<file path="config.mk">
export PLATFORM = sky130hd
export DESIGN_NAME = link_bringup_config_regs
export DESIGN_NICKNAME = d
export VERILOG_FILES = /design/src/link_bringup_pkg.sv /design/src/lane_monitor.sv /design/src/link_bringup_config_regs.sv
export SDC_FILE = /design/constraint.sdc
export NUM_CORES = 1
export LEC_CHECK = 0
export ABC_AREA = 0
export ABC_CLOCK_PERIOD_IN_PS = 2180
export BUFFER_PORTS_ARGS = -buffer_cell sky130_fd_sc_hd__buf_2
export CAP_MARGIN = 20
export CORE_MARGIN = 5
export CORE_UTILIZATION = 34
export CTS_BUF_LIST = sky130_fd_sc_hd__clkbuf_8
export CTS_CLUSTER_SIZE = 8
export DETAILED_ROUTE_END_ITERATION = 12
export GPL_TIMING_DRIVEN = 0
export PLACE_DENSITY_LB_ADDON = 0.1
export SLEW_MARGIN = 20
export SYNTH_ARGS = -nofsm -noshare
export SYNTH_HDL_FRONTEND = slang
export SYNTH_SLANG_ARGS = --single-unit
</file>
<file path="constraint.sdc">
create_clock -name i_mclk -period 2.18 [get_ports i_mclk]
set_input_delay 0.218 -clock i_mclk [delete_from_list [all_inputs] [get_ports i_mclk]]
set_output_delay 0.218 -clock i_mclk [all_outputs]
set_load 0.01 [all_outputs]
</file>
<file path="src/link_bringup_pkg.sv">
package link_bringup_pkg;

    // ==========================================================
    // Register addresses (12-bit space of the control port)
    localparam logic [11:0] ADDR_SERIAL_INTERFACE_CONFIG = 12'h000;
    localparam logic [11:0] ADDR_CHIP_KIND_CODE = 12'h003;
    localparam logic [11:0] ADDR_PRODUCT_CODE_LOW = 12'h004;
    localparam logic [11:0] ADDR_PRODUCT_CODE_HIGH = 12'h005;
    localparam logic [11:0] ADDR_GRADE_AND_REVISION = 12'h006;
    localparam logic [11:0] ADDR_CONVERTER_PAGE_SELECT = 12'h008;
    localparam logic [11:0] ADDR_SCRATCH_REGISTER = 12'h00A;
    localparam logic [11:0] ADDR_POWER_DOWN_CONTROL = 12'h011;
    localparam logic [11:0] ADDR_TRANSMIT_ENABLE_MASK = 12'h012;
    localparam logic [11:0] ADDR_OUTPUT_PROTECT_CONTROL = 12'h013;
    localparam logic [11:0] ADDR_GROUP_DELAY_SETTING = 12'h014;
    localparam logic [11:0] ADDR_IRQ_ENABLE_PLL_CAL = 12'h01F;
    localparam logic [11:0] ADDR_IRQ_ENABLE_PRBS = 12'h020;
    localparam logic [11:0] ADDR_IRQ_ENABLE_PATH0_SYNC = 12'h021;
    localparam logic [11:0] ADDR_SYNC_CONTROL = 12'h03A;
    localparam logic [11:0] ADDR_SYNC_STATUS = 12'h03B;
    localparam logic [11:0] ADDR_LINK_CONTROL = 12'h300;
    localparam logic [11:0] ADDR_SUBCLASS_SELECT = 12'h301;
    localparam logic [11:0] ADDR_MF_DELAY_0 = 12'h304;
    localparam logic [11:0] ADDR_MF_DELAY_1 = 12'h305;
    localparam logic [11:0] ADDR_MF_BUF_DELAY_0 = 12'h306;
    localparam logic [11:0] ADDR_MF_BUF_DELAY_1 = 12'h307;
    localparam logic [11:0] ADDR_CODE_GROUP_SYNC = 12'h470;
    localparam logic [11:0] ADDR_FRAME_SYNC = 12'h471;
    localparam logic [11:0] ADDR_CHECKSUM_GOOD = 12'h472;
    localparam logic [11:0] ADDR_LANE_ALIGN = 12'h473;

    // ==========================================================
    // Reset values
    localparam logic [7:0] RST_SERIAL_INTERFACE_CONFIG = 8'h00;
    localparam logic [7:0] RST_CONVERTER_PAGE_SELECT = 8'h03;
    localparam logic [7:0] RST_SCRATCH_REGISTER = 8'h00;
    localparam logic [7:0] RST_POWER_DOWN_CONTROL = 8'h7C;
    localparam logic [7:0] RST_TRANSMIT_ENABLE_MASK = 8'h00;
    localparam logic [7:0] RST_OUTPUT_PROTECT_CONTROL = 8'h20;
    localparam logic [7:0] RST_GROUP_DELAY_SETTING = 8'h88;
    localparam logic [7:0] RST_IRQ_ENABLE = 8'h00;
    localparam logic [7:0] RST_SYNC_CONTROL = 8'h00;
    localparam logic [7:0] RST_LINK_CONTROL = 8'h00;
    localparam logic [7:0] RST_GENERIC = 8'h00;

    // Arbitrary neutral identity values
    localparam logic [7:0] ID_CHIP_KIND = 8'h5A;
    localparam logic [7:0] ID_PRODUCT_LOW = 8'h12;
    localparam logic [7:0] ID_PRODUCT_HIGH = 8'h34;
    localparam logic [7:0] ID_GRADE_REV = 8'h11;

    // ==========================================================
    // Field positions
    localparam int SYNC_ENABLE_BIT = 7;
    localparam int SYNC_ARM_BIT = 6;
    localparam int SYNC_CLR_STICKY_BIT = 5;
    localparam int SYNC_CLR_LAST_BIT = 4;
    localparam int SYNC_MODE_MSB = 3;
    localparam logic [3:0] SYNC_MODE_ONE_SHOT = 4'h1;
    localparam int SYNC_BUSY_BIT = 7;
    localparam int SYNC_LOCK_BIT = 3;
    localparam int LINK0_ENABLE_BIT = 0;
    localparam int LINK_PAGE_BIT = 2;
    localparam int INTFCONF_SELF_CLEAR_MASK_BIT = 0;

    // ==========================================================
    // Lane checks
    localparam int K28_5_RUN = 4;
    localparam logic [9:0] K28_5_RD_NEG = 10'b00_1111_1010;
    localparam logic [9:0] K28_5_RD_POS = 10'b11_0000_0101;

    typedef enum logic [1:0] {
        SYNC_IDLE,
        SYNC_ARMED,
        SYNC_DONE
    } sync_state_t;

endpackage

</file>
<file path="src/lane_monitor.sv">
// ==========================================================
// Per-lane alignment tracker fed with 10-bit code groups
module lane_monitor (
    // Clock and reset
    input wire logic i_mclk,
    input wire logic i_rst_n,
    // Lane side
    input wire logic i_enable,
    input wire logic i_group_valid,
    input wire logic [9:0] i_group,
    input wire logic i_frame_aligned,
    input wire logic i_checksum_ok,
    input wire logic i_ilas_done,
    // Status
    output logic o_code_group_sync,
    output logic o_frame_sync,
    output logic o_checksum_good,
    output logic o_lane_aligned
);

    logic [2:0] k_run;
    logic is_k;

    // Comma detect in either disparity
    assign is_k = (i_group == link_bringup_pkg::K28_5_RD_NEG) ||
                  (i_group == link_bringup_pkg::K28_5_RD_POS);

    // Consecutive comma counter and sync flag
    always_ff @(posedge i_mclk) begin
        if (!i_rst_n || !i_enable) begin
            k_run <= 3'd0;
            o_code_group_sync <= 1'b0;
        end else if (i_group_valid && !o_code_group_sync) begin
            if (is_k) begin
                k_run <= k_run + 3'd1;
                if (k_run == 3'(link_bringup_pkg::K28_5_RUN - 1)) begin
                    o_code_group_sync <= 1'b1;
                end
            end else begin
                k_run <= 3'd0;
            end
        end
    end

    // Later stages only count once code groups are locked
    always_ff @(posedge i_mclk) begin
        if (!i_rst_n || !i_enable || !o_code_group_sync) begin
            o_frame_sync <= 1'b0;
            o_checksum_good <= 1'b0;
            o_lane_aligned <= 1'b0;
        end else begin
            o_frame_sync <= o_frame_sync | i_frame_aligned;
            o_checksum_good <= o_checksum_good | i_checksum_ok;
            o_lane_aligned <= o_lane_aligned | i_ilas_done;
        end
    end

endmodule

</file>
<file path="src/link_bringup_config_regs.sv">
module link_bringup_config_regs #(
    parameter int LANES = 4
) (
    // Clock and reset
    input wire logic i_mclk,
    input wire logic i_rst_n,
    // Register access port
    input wire logic i_reg_write,
    input wire logic i_reg_read,
    input wire logic [11:0] i_reg_addr,
    input wire logic [7:0] i_reg_wdata,
    output logic [7:0] o_reg_rdata,
    // Alignment reference input
    input wire logic i_sysref,
    // Serial lane inputs (deserialised code groups)
    input wire logic [LANES-1:0] i_serial_lane_valid,
    input wire logic [LANES*10-1:0] i_serial_lane_inputs,
    input wire logic [LANES-1:0] i_lane_frame_aligned,
    input wire logic [LANES-1:0] i_lane_checksum_ok,
    input wire logic [LANES-1:0] i_lane_ilas_done,
    // Link outputs
    output logic o_link0_sync_request_out,
    output logic o_link0_enable,
    output logic o_sync_done,
    output logic [7:0] o_power_down_control,
    output logic [7:0] o_transmit_enable_mask
);

    // ==========================================================
    // Storage
    logic [7:0] serial_interface_config;
    logic [7:0] converter_page_select;
    logic [7:0] scratch_register;
    logic [7:0] power_down_control;
    logic [7:0] transmit_enable_mask;
    logic [7:0] output_protect_control;
    logic [7:0] group_delay_setting;
    logic [7:0] irq_enable_pll_cal;
    logic [7:0] irq_enable_prbs;
    logic [7:0] irq_enable_path0_sync;
    logic [7:0] sync_control;
    logic [7:0] link_control;
    logic [7:0] subclass_select;
    logic [7:0] mf_delay [2];
    logic [7:0] mf_buf_delay [2];
    logic [2:0] sysref_sync;
    logic sysref_edge;
    logic sync_rotate;
    logic sync_sticky;
    link_bringup_pkg::sync_state_t sync_state;
    logic [LANES-1:0] cgs_lane;
    logic [LANES-1:0] fs_lane;
    logic [LANES-1:0] cks_lane;
    logic [LANES-1:0] ila_lane;
    logic [LANES-1:0] lane_valid_q1;
    logic [LANES-1:0] lane_valid_q2;
    logic [LANES*10-1:0] lane_data_q1;
    logic [LANES*10-1:0] lane_data_q2;
    logic [LANES-1:0] fa_q1;
    logic [LANES-1:0] fa_q2;
    logic [LANES-1:0] ck_q1;
    logic [LANES-1:0] ck_q2;
    logic [LANES-1:0] il_q1;
    logic [LANES-1:0] il_q2;

    // Status byte: all ones when every lane set
    function automatic logic [7:0] all_lanes(input logic [LANES-1:0] flags);
        return (&flags) ? 8'hFF : 8'h00;
    endfunction

    // ==========================================================
    // Register writes
    always_ff @(posedge i_mclk) begin
        if (!i_rst_n) begin
            serial_interface_config <= link_bringup_pkg::RST_SERIAL_INTERFACE_CONFIG;
            converter_page_select <= link_bringup_pkg::RST_CONVERTER_PAGE_SELECT;
            scratch_register <= link_bringup_pkg::RST_SCRATCH_REGISTER;
            power_down_control <= link_bringup_pkg::RST_POWER_DOWN_CONTROL;
            transmit_enable_mask <= link_bringup_pkg::RST_TRANSMIT_ENABLE_MASK;
            output_protect_control <= link_bringup_pkg::RST_OUTPUT_PROTECT_CONTROL;
            group_delay_setting <= link_bringup_pkg::RST_GROUP_DELAY_SETTING;
            irq_enable_pll_cal <= link_bringup_pkg::RST_IRQ_ENABLE;
            irq_enable_prbs <= link_bringup_pkg::RST_IRQ_ENABLE;
            irq_enable_path0_sync <= link_bringup_pkg::RST_IRQ_ENABLE;
            link_control <= link_bringup_pkg::RST_LINK_CONTROL;
            subclass_select <= link_bringup_pkg::RST_GENERIC;
            mf_delay[0] <= link_bringup_pkg::RST_GENERIC;
            mf_delay[1] <= link_bringup_pkg::RST_GENERIC;
            mf_buf_delay[0] <= link_bringup_pkg::RST_GENERIC;
            mf_buf_delay[1] <= link_bringup_pkg::RST_GENERIC;
        end else if (i_reg_write) begin
            unique case (i_reg_addr)
                link_bringup_pkg::ADDR_SERIAL_INTERFACE_CONFIG: begin
                    serial_interface_config <= i_reg_wdata;
                end
                link_bringup_pkg::ADDR_CONVERTER_PAGE_SELECT: begin
                    converter_page_select <= i_reg_wdata;
                end
                link_bringup_pkg::ADDR_SCRATCH_REGISTER: scratch_register <= i_reg_wdata;
                link_bringup_pkg::ADDR_POWER_DOWN_CONTROL: power_down_control <= i_reg_wdata;
                link_bringup_pkg::ADDR_TRANSMIT_ENABLE_MASK: begin
                    transmit_enable_mask <= i_reg_wdata;
                end
                link_bringup_pkg::ADDR_OUTPUT_PROTECT_CONTROL: begin
                    output_protect_control <= i_reg_wdata;
                end
                link_bringup_pkg::ADDR_GROUP_DELAY_SETTING: begin
                    group_delay_setting <= i_reg_wdata;
                end
                link_bringup_pkg::ADDR_IRQ_ENABLE_PLL_CAL: irq_enable_pll_cal <= i_reg_wdata;
                link_bringup_pkg::ADDR_IRQ_ENABLE_PRBS: irq_enable_prbs <= i_reg_wdata;
                link_bringup_pkg::ADDR_IRQ_ENABLE_PATH0_SYNC: begin
                    irq_enable_path0_sync <= i_reg_wdata;
                end
                link_bringup_pkg::ADDR_LINK_CONTROL: link_control <= i_reg_wdata;
                link_bringup_pkg::ADDR_SUBCLASS_SELECT: subclass_select <= i_reg_wdata;
                link_bringup_pkg::ADDR_MF_DELAY_0: mf_delay[0] <= i_reg_wdata;
                link_bringup_pkg::ADDR_MF_DELAY_1: mf_delay[1] <= i_reg_wdata;
                link_bringup_pkg::ADDR_MF_BUF_DELAY_0: mf_buf_delay[0] <= i_reg_wdata;
                link_bringup_pkg::ADDR_MF_BUF_DELAY_1: mf_buf_delay[1] <= i_reg_wdata;
                default: begin
                end
            endcase
        end
    end

    // ==========================================================
    // Reference input synchroniser and rising edge
    always_ff @(posedge i_mclk) begin
        if (!i_rst_n) begin
            sysref_sync <= 3'b000;
        end else begin
            sysref_sync <= {sysref_sync[1:0], i_sysref};
        end
    end

    assign sysref_edge = sysref_sync[1] && !sysref_sync[2];

    // ==========================================================
    // Sync control register; arm self-clears after the one-shot event
    always_ff @(posedge i_mclk) begin
        if (!i_rst_n) begin
            sync_control <= link_bringup_pkg::RST_SYNC_CONTROL;
        end else if (i_reg_write && i_reg_addr == link_bringup_pkg::ADDR_SYNC_CONTROL) begin
            // Clear bits act on write and are not stored
            sync_control <= i_reg_wdata & 8'hCF;
        end else if (sync_state == link_bringup_pkg::SYNC_ARMED && sysref_edge) begin
            sync_control[link_bringup_pkg::SYNC_ARM_BIT] <= 1'b0;
        end
    end

    // ==========================================================
    // One-shot sync machine
    always_ff @(posedge i_mclk) begin
        if (!i_rst_n) begin
            sync_state <= link_bringup_pkg::SYNC_IDLE;
        end else if (!sync_control[link_bringup_pkg::SYNC_ENABLE_BIT]) begin
            sync_state <= link_bringup_pkg::SYNC_IDLE;
        end else begin
            unique case (sync_state)
                link_bringup_pkg::SYNC_IDLE: begin
                    if (sync_control[link_bringup_pkg::SYNC_ARM_BIT]) begin
                        sync_state <= link_bringup_pkg::SYNC_ARMED;
                    end
                end
                link_bringup_pkg::SYNC_ARMED: begin
                    if (sysref_edge) begin
                        sync_state <= link_bringup_pkg::SYNC_DONE;
                    end
                end
                link_bringup_pkg::SYNC_DONE: begin
                    // One-shot: further edges ignored until rearmed
                    if (sync_control[link_bringup_pkg::SYNC_ARM_BIT]) begin
                        sync_state <= link_bringup_pkg::SYNC_ARMED;
                    end
                end
            endcase
        end
    end

    // Sync status flags: sticky lock and rotate, cleared by write bits
    always_ff @(posedge i_mclk) begin
        if (!i_rst_n) begin
            sync_sticky <= 1'b0;
            sync_rotate <= 1'b0;
        end else if (sync_state == link_bringup_pkg::SYNC_ARMED && sysref_edge) begin
            sync_sticky <= 1'b1; // Set wins over clear
            sync_rotate <= 1'b1;
        end else if (i_reg_write && i_reg_addr == link_bringup_pkg::ADDR_SYNC_CONTROL) begin
            if (i_reg_wdata[link_bringup_pkg::SYNC_CLR_STICKY_BIT]) begin
                sync_sticky <= 1'b0;
            end
            if (i_reg_wdata[link_bringup_pkg::SYNC_CLR_LAST_BIT]) begin
                sync_rotate <= 1'b0;
            end
        end
    end

    // ==========================================================
    // Lane input synchronisers
    always_ff @(posedge i_mclk) begin
        if (!i_rst_n) begin
            lane_valid_q1 <= '0;
            lane_valid_q2 <= '0;
            lane_data_q1 <= '0;
            lane_data_q2 <= '0;
            fa_q1 <= '0;
            fa_q2 <= '0;
            ck_q1 <= '0;
            ck_q2 <= '0;
            il_q1 <= '0;
            il_q2 <= '0;
        end else begin
            lane_valid_q1 <= i_serial_lane_valid;
            lane_valid_q2 <= lane_valid_q1;
            lane_data_q1 <= i_serial_lane_inputs;
            lane_data_q2 <= lane_data_q1;
            fa_q1 <= i_lane_frame_aligned;
            fa_q2 <= fa_q1;
            ck_q1 <= i_lane_checksum_ok;
            ck_q2 <= ck_q1;
            il_q1 <= i_lane_ilas_done;
            il_q2 <= il_q1;
        end
    end

    // Per-lane monitors, active while link 0 is enabled
    for (genvar g = 0; g < LANES; g++) begin : g_lane
        lane_monitor u_lane (
            .i_mclk(i_mclk),
            .i_rst_n(i_rst_n),
            .i_enable(o_link0_enable),
            .i_group_valid(lane_valid_q2[g]),
            .i_group(lane_data_q2[g*10 +: 10]),
            .i_frame_aligned(fa_q2[g]),
            .i_checksum_ok(ck_q2[g]),
            .i_ilas_done(il_q2[g]),
            .o_code_group_sync(cgs_lane[g]),
            .o_frame_sync(fs_lane[g]),
            .o_checksum_good(cks_lane[g]),
            .o_lane_aligned(ila_lane[g])
        );
    end

    // ==========================================================
    // Link outputs
    always_ff @(posedge i_mclk) begin
        if (!i_rst_n) begin
            o_link0_enable <= 1'b0;
            o_link0_sync_request_out <= 1'b0;
            o_sync_done <= 1'b0;
            o_power_down_control <= link_bringup_pkg::RST_POWER_DOWN_CONTROL;
            o_transmit_enable_mask <= link_bringup_pkg::RST_TRANSMIT_ENABLE_MASK;
        end else begin
            // Link 0 runs only when the link 0 page is selected
            o_link0_enable <= link_control[link_bringup_pkg::LINK0_ENABLE_BIT] &&
                              !link_control[link_bringup_pkg::LINK_PAGE_BIT];
            o_link0_sync_request_out <= &cgs_lane;
            o_sync_done <= (sync_state == link_bringup_pkg::SYNC_DONE);
            o_power_down_control <= power_down_control;
            o_transmit_enable_mask <= transmit_enable_mask;
        end
    end

    // ==========================================================
    // Read data, registered
    always_ff @(posedge i_mclk) begin
        if (!i_rst_n) begin
            o_reg_rdata <= 8'h00;
        end else if (i_reg_read) begin
            unique case (i_reg_addr)
                link_bringup_pkg::ADDR_SERIAL_INTERFACE_CONFIG: begin
                    o_reg_rdata <= serial_interface_config;
                end
                link_bringup_pkg::ADDR_CHIP_KIND_CODE: o_reg_rdata <= link_bringup_pkg::ID_CHIP_KIND;
                link_bringup_pkg::ADDR_PRODUCT_CODE_LOW: begin
                    o_reg_rdata <= link_bringup_pkg::ID_PRODUCT_LOW;
                end
                link_bringup_pkg::ADDR_PRODUCT_CODE_HIGH: begin
                    o_reg_rdata <= link_bringup_pkg::ID_PRODUCT_HIGH;
                end
                link_bringup_pkg::ADDR_GRADE_AND_REVISION: begin
                    o_reg_rdata <= link_bringup_pkg::ID_GRADE_REV;
                end
                link_bringup_pkg::ADDR_CONVERTER_PAGE_SELECT: o_reg_rdata <= converter_page_select;
                link_bringup_pkg::ADDR_SCRATCH_REGISTER: o_reg_rdata <= scratch_register;
                link_bringup_pkg::ADDR_POWER_DOWN_CONTROL: o_reg_rdata <= power_down_control;
                link_bringup_pkg::ADDR_TRANSMIT_ENABLE_MASK: o_reg_rdata <= transmit_enable_mask;
                link_bringup_pkg::ADDR_OUTPUT_PROTECT_CONTROL: begin
                    o_reg_rdata <= output_protect_control;
                end
                link_bringup_pkg::ADDR_GROUP_DELAY_SETTING: o_reg_rdata <= group_delay_setting;
                link_bringup_pkg::ADDR_IRQ_ENABLE_PLL_CAL: o_reg_rdata <= irq_enable_pll_cal;
                link_bringup_pkg::ADDR_IRQ_ENABLE_PRBS: o_reg_rdata <= irq_enable_prbs;
                link_bringup_pkg::ADDR_IRQ_ENABLE_PATH0_SYNC: begin
                    o_reg_rdata <= irq_enable_path0_sync;
                end
                link_bringup_pkg::ADDR_SYNC_CONTROL: o_reg_rdata <= sync_control;
                link_bringup_pkg::ADDR_SYNC_STATUS: begin
                    o_reg_rdata <= {(sync_state == link_bringup_pkg::SYNC_ARMED), 3'b000,
                                    sync_sticky, sync_rotate, 2'b00};
                end
                link_bringup_pkg::ADDR_LINK_CONTROL: o_reg_rdata <= link_control;
                link_bringup_pkg::ADDR_SUBCLASS_SELECT: o_reg_rdata <= subclass_select;
                link_bringup_pkg::ADDR_MF_DELAY_0: o_reg_rdata <= mf_delay[0];
                link_bringup_pkg::ADDR_MF_DELAY_1: o_reg_rdata <= mf_delay[1];
                link_bringup_pkg::ADDR_MF_BUF_DELAY_0: o_reg_rdata <= mf_buf_delay[0];
                link_bringup_pkg::ADDR_MF_BUF_DELAY_1: o_reg_rdata <= mf_buf_delay[1];
                link_bringup_pkg::ADDR_CODE_GROUP_SYNC: o_reg_rdata <= all_lanes(cgs_lane);
                link_bringup_pkg::ADDR_FRAME_SYNC: o_reg_rdata <= all_lanes(fs_lane);
                link_bringup_pkg::ADDR_CHECKSUM_GOOD: o_reg_rdata <= all_lanes(cks_lane);
                link_bringup_pkg::ADDR_LANE_ALIGN: o_reg_rdata <= all_lanes(ila_lane);
                default: o_reg_rdata <= 8'h00;
            endcase
        end
    end

endmodule

</file>
==> results.txt, run 1 <==
status = finished clean
Total Routing Usage GR = 0.2038
Buffers on Ports = 106
Reg area = 6486 sq um
top-count cell post-synth = dfxtp_1
Clock Tree Root = clkbuf_8
Core Area = 34,290 sq um
WL/cell = 20.53 um
routed wire length = 39,720 um
Mapped Area = 11,740 sq um
share of the synthesized area in the top cell type = 0.4705
DR iter-0 viols = 675
fin crit period = 2.076 ns
FFs w/ async S/R, synth = 0
Area after DPL = 12,860 sq um
FF-to-FF setup slack = 0.21 ns
die span in y = 195.9 um
Crit Path Class = in -> reg
cts bufs inserted = 51
Initial Util = 0.3425
syn_nets = 1,306
Synth area leader = dfxtp_1
Syn Inst Count = 1,217
Worst setup EP type = flip-flop
Non-Filler Instances = 1,935
terminus of the critical flop-to-flop path = o_reg_rdata[6]
CP arrival = 2.53 ns
number of cell rows = 68
endpoints failing hold = 0
Area growth, synth to finish = 23.64%
WP data required = 2.63 ns
Skew-Pair Late Insertion Delay = 0.60 ns
syn_area_per_cell = 9.650 sq um
dpl hpwl = 28,490 um
initial antenna violation count = 2
CP Launch Type = input pin
ANT nets after route = 0
CP Max Fanout = 10
first-pass GRT wire length = 59,860 um
Pwr Density = 780.5 nW/um^2
skew final = 0.01903 ns
final setup fails = 0
Post-synth EDFFs = 32
max frequency = 481.6 MHz
leakage power = 0.005585 uW
fin area = 14,520 sq um
Inst Count DP = 1,779
Final nets = 1,530
drt drc = 0
Hold Startpoint = i_reg_addr[4]
Max VDD drop = 0.3895 mV
Hold Path Depth = 4
Die Area = 38,360 sq um
Worst-path clk slew = 0.06 ns
Setup Buffers After CTS = 0
HP Class = in -> reg
share of layout cells above drive strength 1 = 0.1549
post-route clock period utilization = 0.9525
CTS tree = done
max-slew violation count = 0
routed vias/inst = 5.067
routability cong. = 0.9486
first-pass iteration count of the detailed router = 5
H-tree depth = 2
Max-Cap Viols = 0
vias post-DR = 9,805
Max-slew headroom = 0.3830
sequential fraction of the synthesis area = 0.5523
area occupied by multi-input gates = 4937 sq um
vias in the first global route = 9,629
reg-to-reg startpoint = mf_buf_delay[0][14]
filler instances = 3,467
RSZ-0062 raised after global routing = no
flops & latches, synth = 308
worst slew pin tran = 0.9255 ns
Synth warnings = 0
worst-case reg-to-reg path depth = 5
io pins = 108
Synth area leaders = dfxtp_1 47%, edfxtp_1 8.2%, and2_1 7.9%
Die Wd = 195.9 um
Top FF cell, synth = dfxtp_1
Unique masters post-synth = 72
WHS Endpoint = sync_control[0]
top cells by instance count after synthesis = 276 x dfxtp_1, 170 x nand2_1, 149 x and2_1, 94 x a21oi_1, 92 x nor2_1
largest net degree at the start of global routing = 15
Clock Path Buffers = 3
CTS sink count = 308
remaining global-route overflow = 0
registers in the layout, summed over array words and instances, names as in the netlist, 12 cells and up:
name                 count
lane_data_q2            40
mf_delay                16
lane_data_q1            40
g_lane.u_lane.k_run     12
mf_buf_delay            16
through the flow:
step	setup WS [ns]	hold WS (ns)	total power (uW)	utilization	TNS, ns
after floorplan	0.004078	0.3435	6278	-	0
after global placement	-1.331	0.4151	6564	0.3747	-88.20
after detailed placement	-0.9390	0.4200	6567	0.3752	-76.90
after CTS	0.03893	0.1757	11480	0.4226	0
after global routing	0.003172	0.2274	11820	0.4235	0
final	0.1036	0.2375	11330	0.4235	0
routing by layer:
layer | track usage | up-vias | share of wire
li1 | - | 4727 | -
met1 | 0.2771 | 4678 | 0.45
met2 | 0.3255 | 319 | 0.45
met3 | 0.03847 | 81 | 0.064
met4 | 0.07292 | 0 | 0.033
met5 | 0 | - | 0
logic make-up after synthesis:
logic type / after synthesis / synth area share
buffers and inverters: 88 / 0.03111
xor gates and xnor gates: 2 / 0.001492
and+or+nand+nor: 589 / 0.2721
muxes: 21 / 0.01896
AOI/OAI and AO/OA: 201 / 0.1155
DFF: 308 / 0.5523
adders and majority gates: 8 / 0.008524
final cells by class:
| class | count | area share |
|---|---|---|
| antenna | 2 | 0.0003447 |
| sequential | 308 | 0.4467 |
| buffer | 73 | 0.02171 |
| inverter | 14 | 0.003619 |
| clock inverter | 30 | 0.009651 |
| tap | 455 | 0.03921 |
| timing repair buffer | 172 | 0.08186 |
| clock buffer | 60 | 0.05687 |
| multi-input combinational | 821 | 0.3400 |
what timing repair did:
action	CTS	global route
hold buffers	65	0
endpoints found under the hold margin	95	0
setup endpoints to repair	42	16
gates resized for setup	6	7
cells in the final DEF, fill, tap and decap left out, drive strengths merged, types with 5 or more instances in the layout:
cell type    count
edfxtp          32
a22o            14
nand2          170
a211oi           6
a2111oi          8
o21ai           13
clkinv           7
nor2            93
nor3            10
a22oi           23
nor3b            5
dlygate4sd3     65
a32oi            9
nand4           22
clkbuf         109
nor2b            5
nand4bb          5
a21oi           94
buf            131
and2           149
nand3           50
nand4b           6
inv             37
and3            11
ha               8
nor4            16
nor4b            6
nor4bb           9
nand2b          13
dfxtp          276
mux2i           20
worst max-delay path by stage:
stage                                             startpoint                endpoint  slack (ns)  cells past startpoint
after floorplan                                i_reg_addr[4]          mf_delay[0][0]       0.004                      6
after detailed placement                             i_rst_n         mf_delay[0][13]       -0.94                      4
after CTS                 g_lane[0].u_lane.o_code_group_sync          o_reg_rdata[4]        0.04                      5
after global routing                           i_reg_addr[9]  group_delay_setting[0]       0.003                      9
after global placement                               i_rst_n          mf_delay[0][3]       -1.33                      4
final                                          i_reg_addr[3]          o_reg_rdata[0]        0.10                      9
where the power goes:
part	switching, uW	leakage (uW)	internal (uW)
sequential	43.6	0.00255	5850
combinational	388	0.00245	257
clock	2290	0.000585	2500
total	2720	0.00558	8610
critical path, stage by stage:
cell	delay, ns
buf_2	0.12
buf_2	0.22
buf_2	0.29
nor4b_1	0.15
and3_1	0.29
a32oi_1	0.31
o21ai_0	0.19
a2111oi_2	0.59
a211oi_2	0.14
Power figures use the tool's default switching activity.
==> run 2, diff against run 1 <==
- CORE_ASPECT_RATIO: not set -> 1.1
- PLACE_DENSITY: not set -> 0.49
- PLACE_DENSITY_LB_ADDON: 0.1 -> not set
- SKIP_LAST_GASP: not set -> 1
==> run 2 against run 1 <==
Global-route usage down 0.49 points. Utilization grew 0.39 points. Combinational power hardly changed. Worst hold slack got worse by 0.045 ns. Worst setup slack worse by 0.094 ns. Critical endpoint is now o_reg_rdata[4]. Non-clock buffer count increased by 1. Register-to-register slack lost 0.07 ns. Sequential share of layout area down 0.30 points. First-iteration DRC count fell by 8.0%. Critical path type unchanged. Via count is 0.24% higher.
==> results.txt, run 2 (synthesis results as in run 1) <==
Crit Path Class = in -> reg
commonest non-fill, non-tap cell in the layout = dfxtp_1
Top Registers = lane_data_q1 (40), lane_data_q2 (40)
FF-to-FF setup slack = 0.14 ns
HP Class = in -> reg
fin crit period = 2.170 ns
routed vias/inst = 5.109
die span in y = 204.9 um
vias in the first global route = 9,455
endpoints failing hold = 0
vias post-DR = 9,829
max frequency = 460.8 MHz
cts bufs inserted = 53
Non-Filler Instances = 1,924
WL/cell = 20.20 um
CP Max Fanout = 10
Setup Buffers After CTS = 0
drt drc = 0
CP Launch Type = input pin
commonest non-fill, non-tap cells in the layout = 276 x dfxtp_1, 170 x nand2_1, 149 x and2_1, 127 x buf_2, 94 x a21oi_1
dpl hpwl = 27,910 um
Core Area = 34,200 sq um
Initial Util = 0.3434
Pwr Density = 795.7 nW/um^2
routed wire length = 38,870 um
Worst setup EP type = flip-flop
first-pass iteration count of the detailed router = 5
skew final = 0.02098 ns
status = finished clean
worst hold slack = 0.1926 ns
Clock Tree Root = clkbuf_8
Buffers on Ports = 106
remaining global-route overflow = 0
Area growth, synth to finish = 24.47%
Total Routing Usage GR = 0.1989
worst slew pin tran = 0.9256 ns
Skew-Pair Late Insertion Delay = 0.61 ns
Die Area = 38,360 sq um
routability cong. = 0.9276
Max-Cap Viols = 0
leakage power = 0.005620 uW
DR iter-0 viols = 621
Die Wd = 187.2 um
ANT nets after route = 0
Worst-path clk slew = 0.06 ns
H-tree depth = 2
initial antenna violation count = 2
final setup fails = 0
CTS sink count = 308
CTS tree = done
Pwr Total = 11,630 uW
max-slew violation count = 0
fin util = 0.4274
CP arrival = 2.68 ns
largest net degree at the start of global routing = 16
number of cell rows = 71
Clock Path Buffers = 3
Inst Count DP = 1,762
RSZ-0062 raised after global routing = yes
Max VDD drop = 0.4096 mV
post-route clock period utilization = 0.9955
Final nets = 1,533
Area after DPL = 12,830 sq um
Max-slew headroom = 0.3741
io pins = 108
fin area = 14,620 sq um
first-pass GRT wire length = 58,350 um
share of layout cells above drive strength 1 = 0.1597
WP data required = 2.69 ns
run 2: repair_timing:
item | 4_1_cts | 5_1_grt
pin swaps | 0 | 0
hold endpoints to repair | 95 | 0
hold buffers | 65 | 0
setup endpoints to repair | 51 | 43
gates resized for setup | 6 | 13
run 2: area by class of cell:
type / count / area (sq um)
antenna: 2 / 5.005
buffer: 74 / 320.3
clock buffer: 66 / 908.4
clock inverter: 29 / 145.1
fill: 3420 / 19580
inverter: 14 / 52.55
multi-input combinational: 821 / 4964
sequential: 308 / 6486
tap: 438 / 548.0
timing repair buffer: 172 / 1189
run 2: critical path, stage by stage:
cell and delay (ns):
buf_2 0.12, buf_2 0.18, nor4_4 0.57, clkbuf_1 0.56, a22oi_1 0.18, a21oi_1 0.35, a21oi_1 0.07, and3_1 0.23
a211oi_2 0.19
run 2: final timing paths:
path | startpoint | to | depth (start not counted)
worst min-delay path | i_rst_n | o_power_down_control[5] | 2
worst min register to register | lane_data_q1[6] | lane_data_q2[6] | 1
worst max register to register | g_lane[0].u_lane.o_code_group_sync | o_reg_rdata[4] | 5
worst max-delay path | i_reg_addr[0] | o_reg_rdata[4] | 9
run 2: report_power, final:
part	leakage, uW	internal [uW]	total [uW]	switching, uW
clock network	0.000611	2740	5090	2350
registers	0.00255	5850	5900	43.1
logic	0.00246	260	646	386
total	0.00562	8850	11600	2780
run 2: per-layer routing:
metal / track usage / vias to the layer above / wire length (um)
met2: 0.3295 / 354 / 18190
met1: 0.2588 / 4646 / 16900
met4: 0.08611 / 0 / 1581
met5: 0 / - / 0
li1: - / 4733 / -
met3: 0.03153 / 96 / 2192
run 2: stage by stage:
stage / setup WS (ns) / TNS [ns]
finish: 0.009862 / 0
global route: -0.01270 / -0.01270
CTS: -0.1102 / -0.8122
detailed placement: -1.010 / -86.49
global placement: -1.127 / -91.00
floorplan: 0.004078 / 0
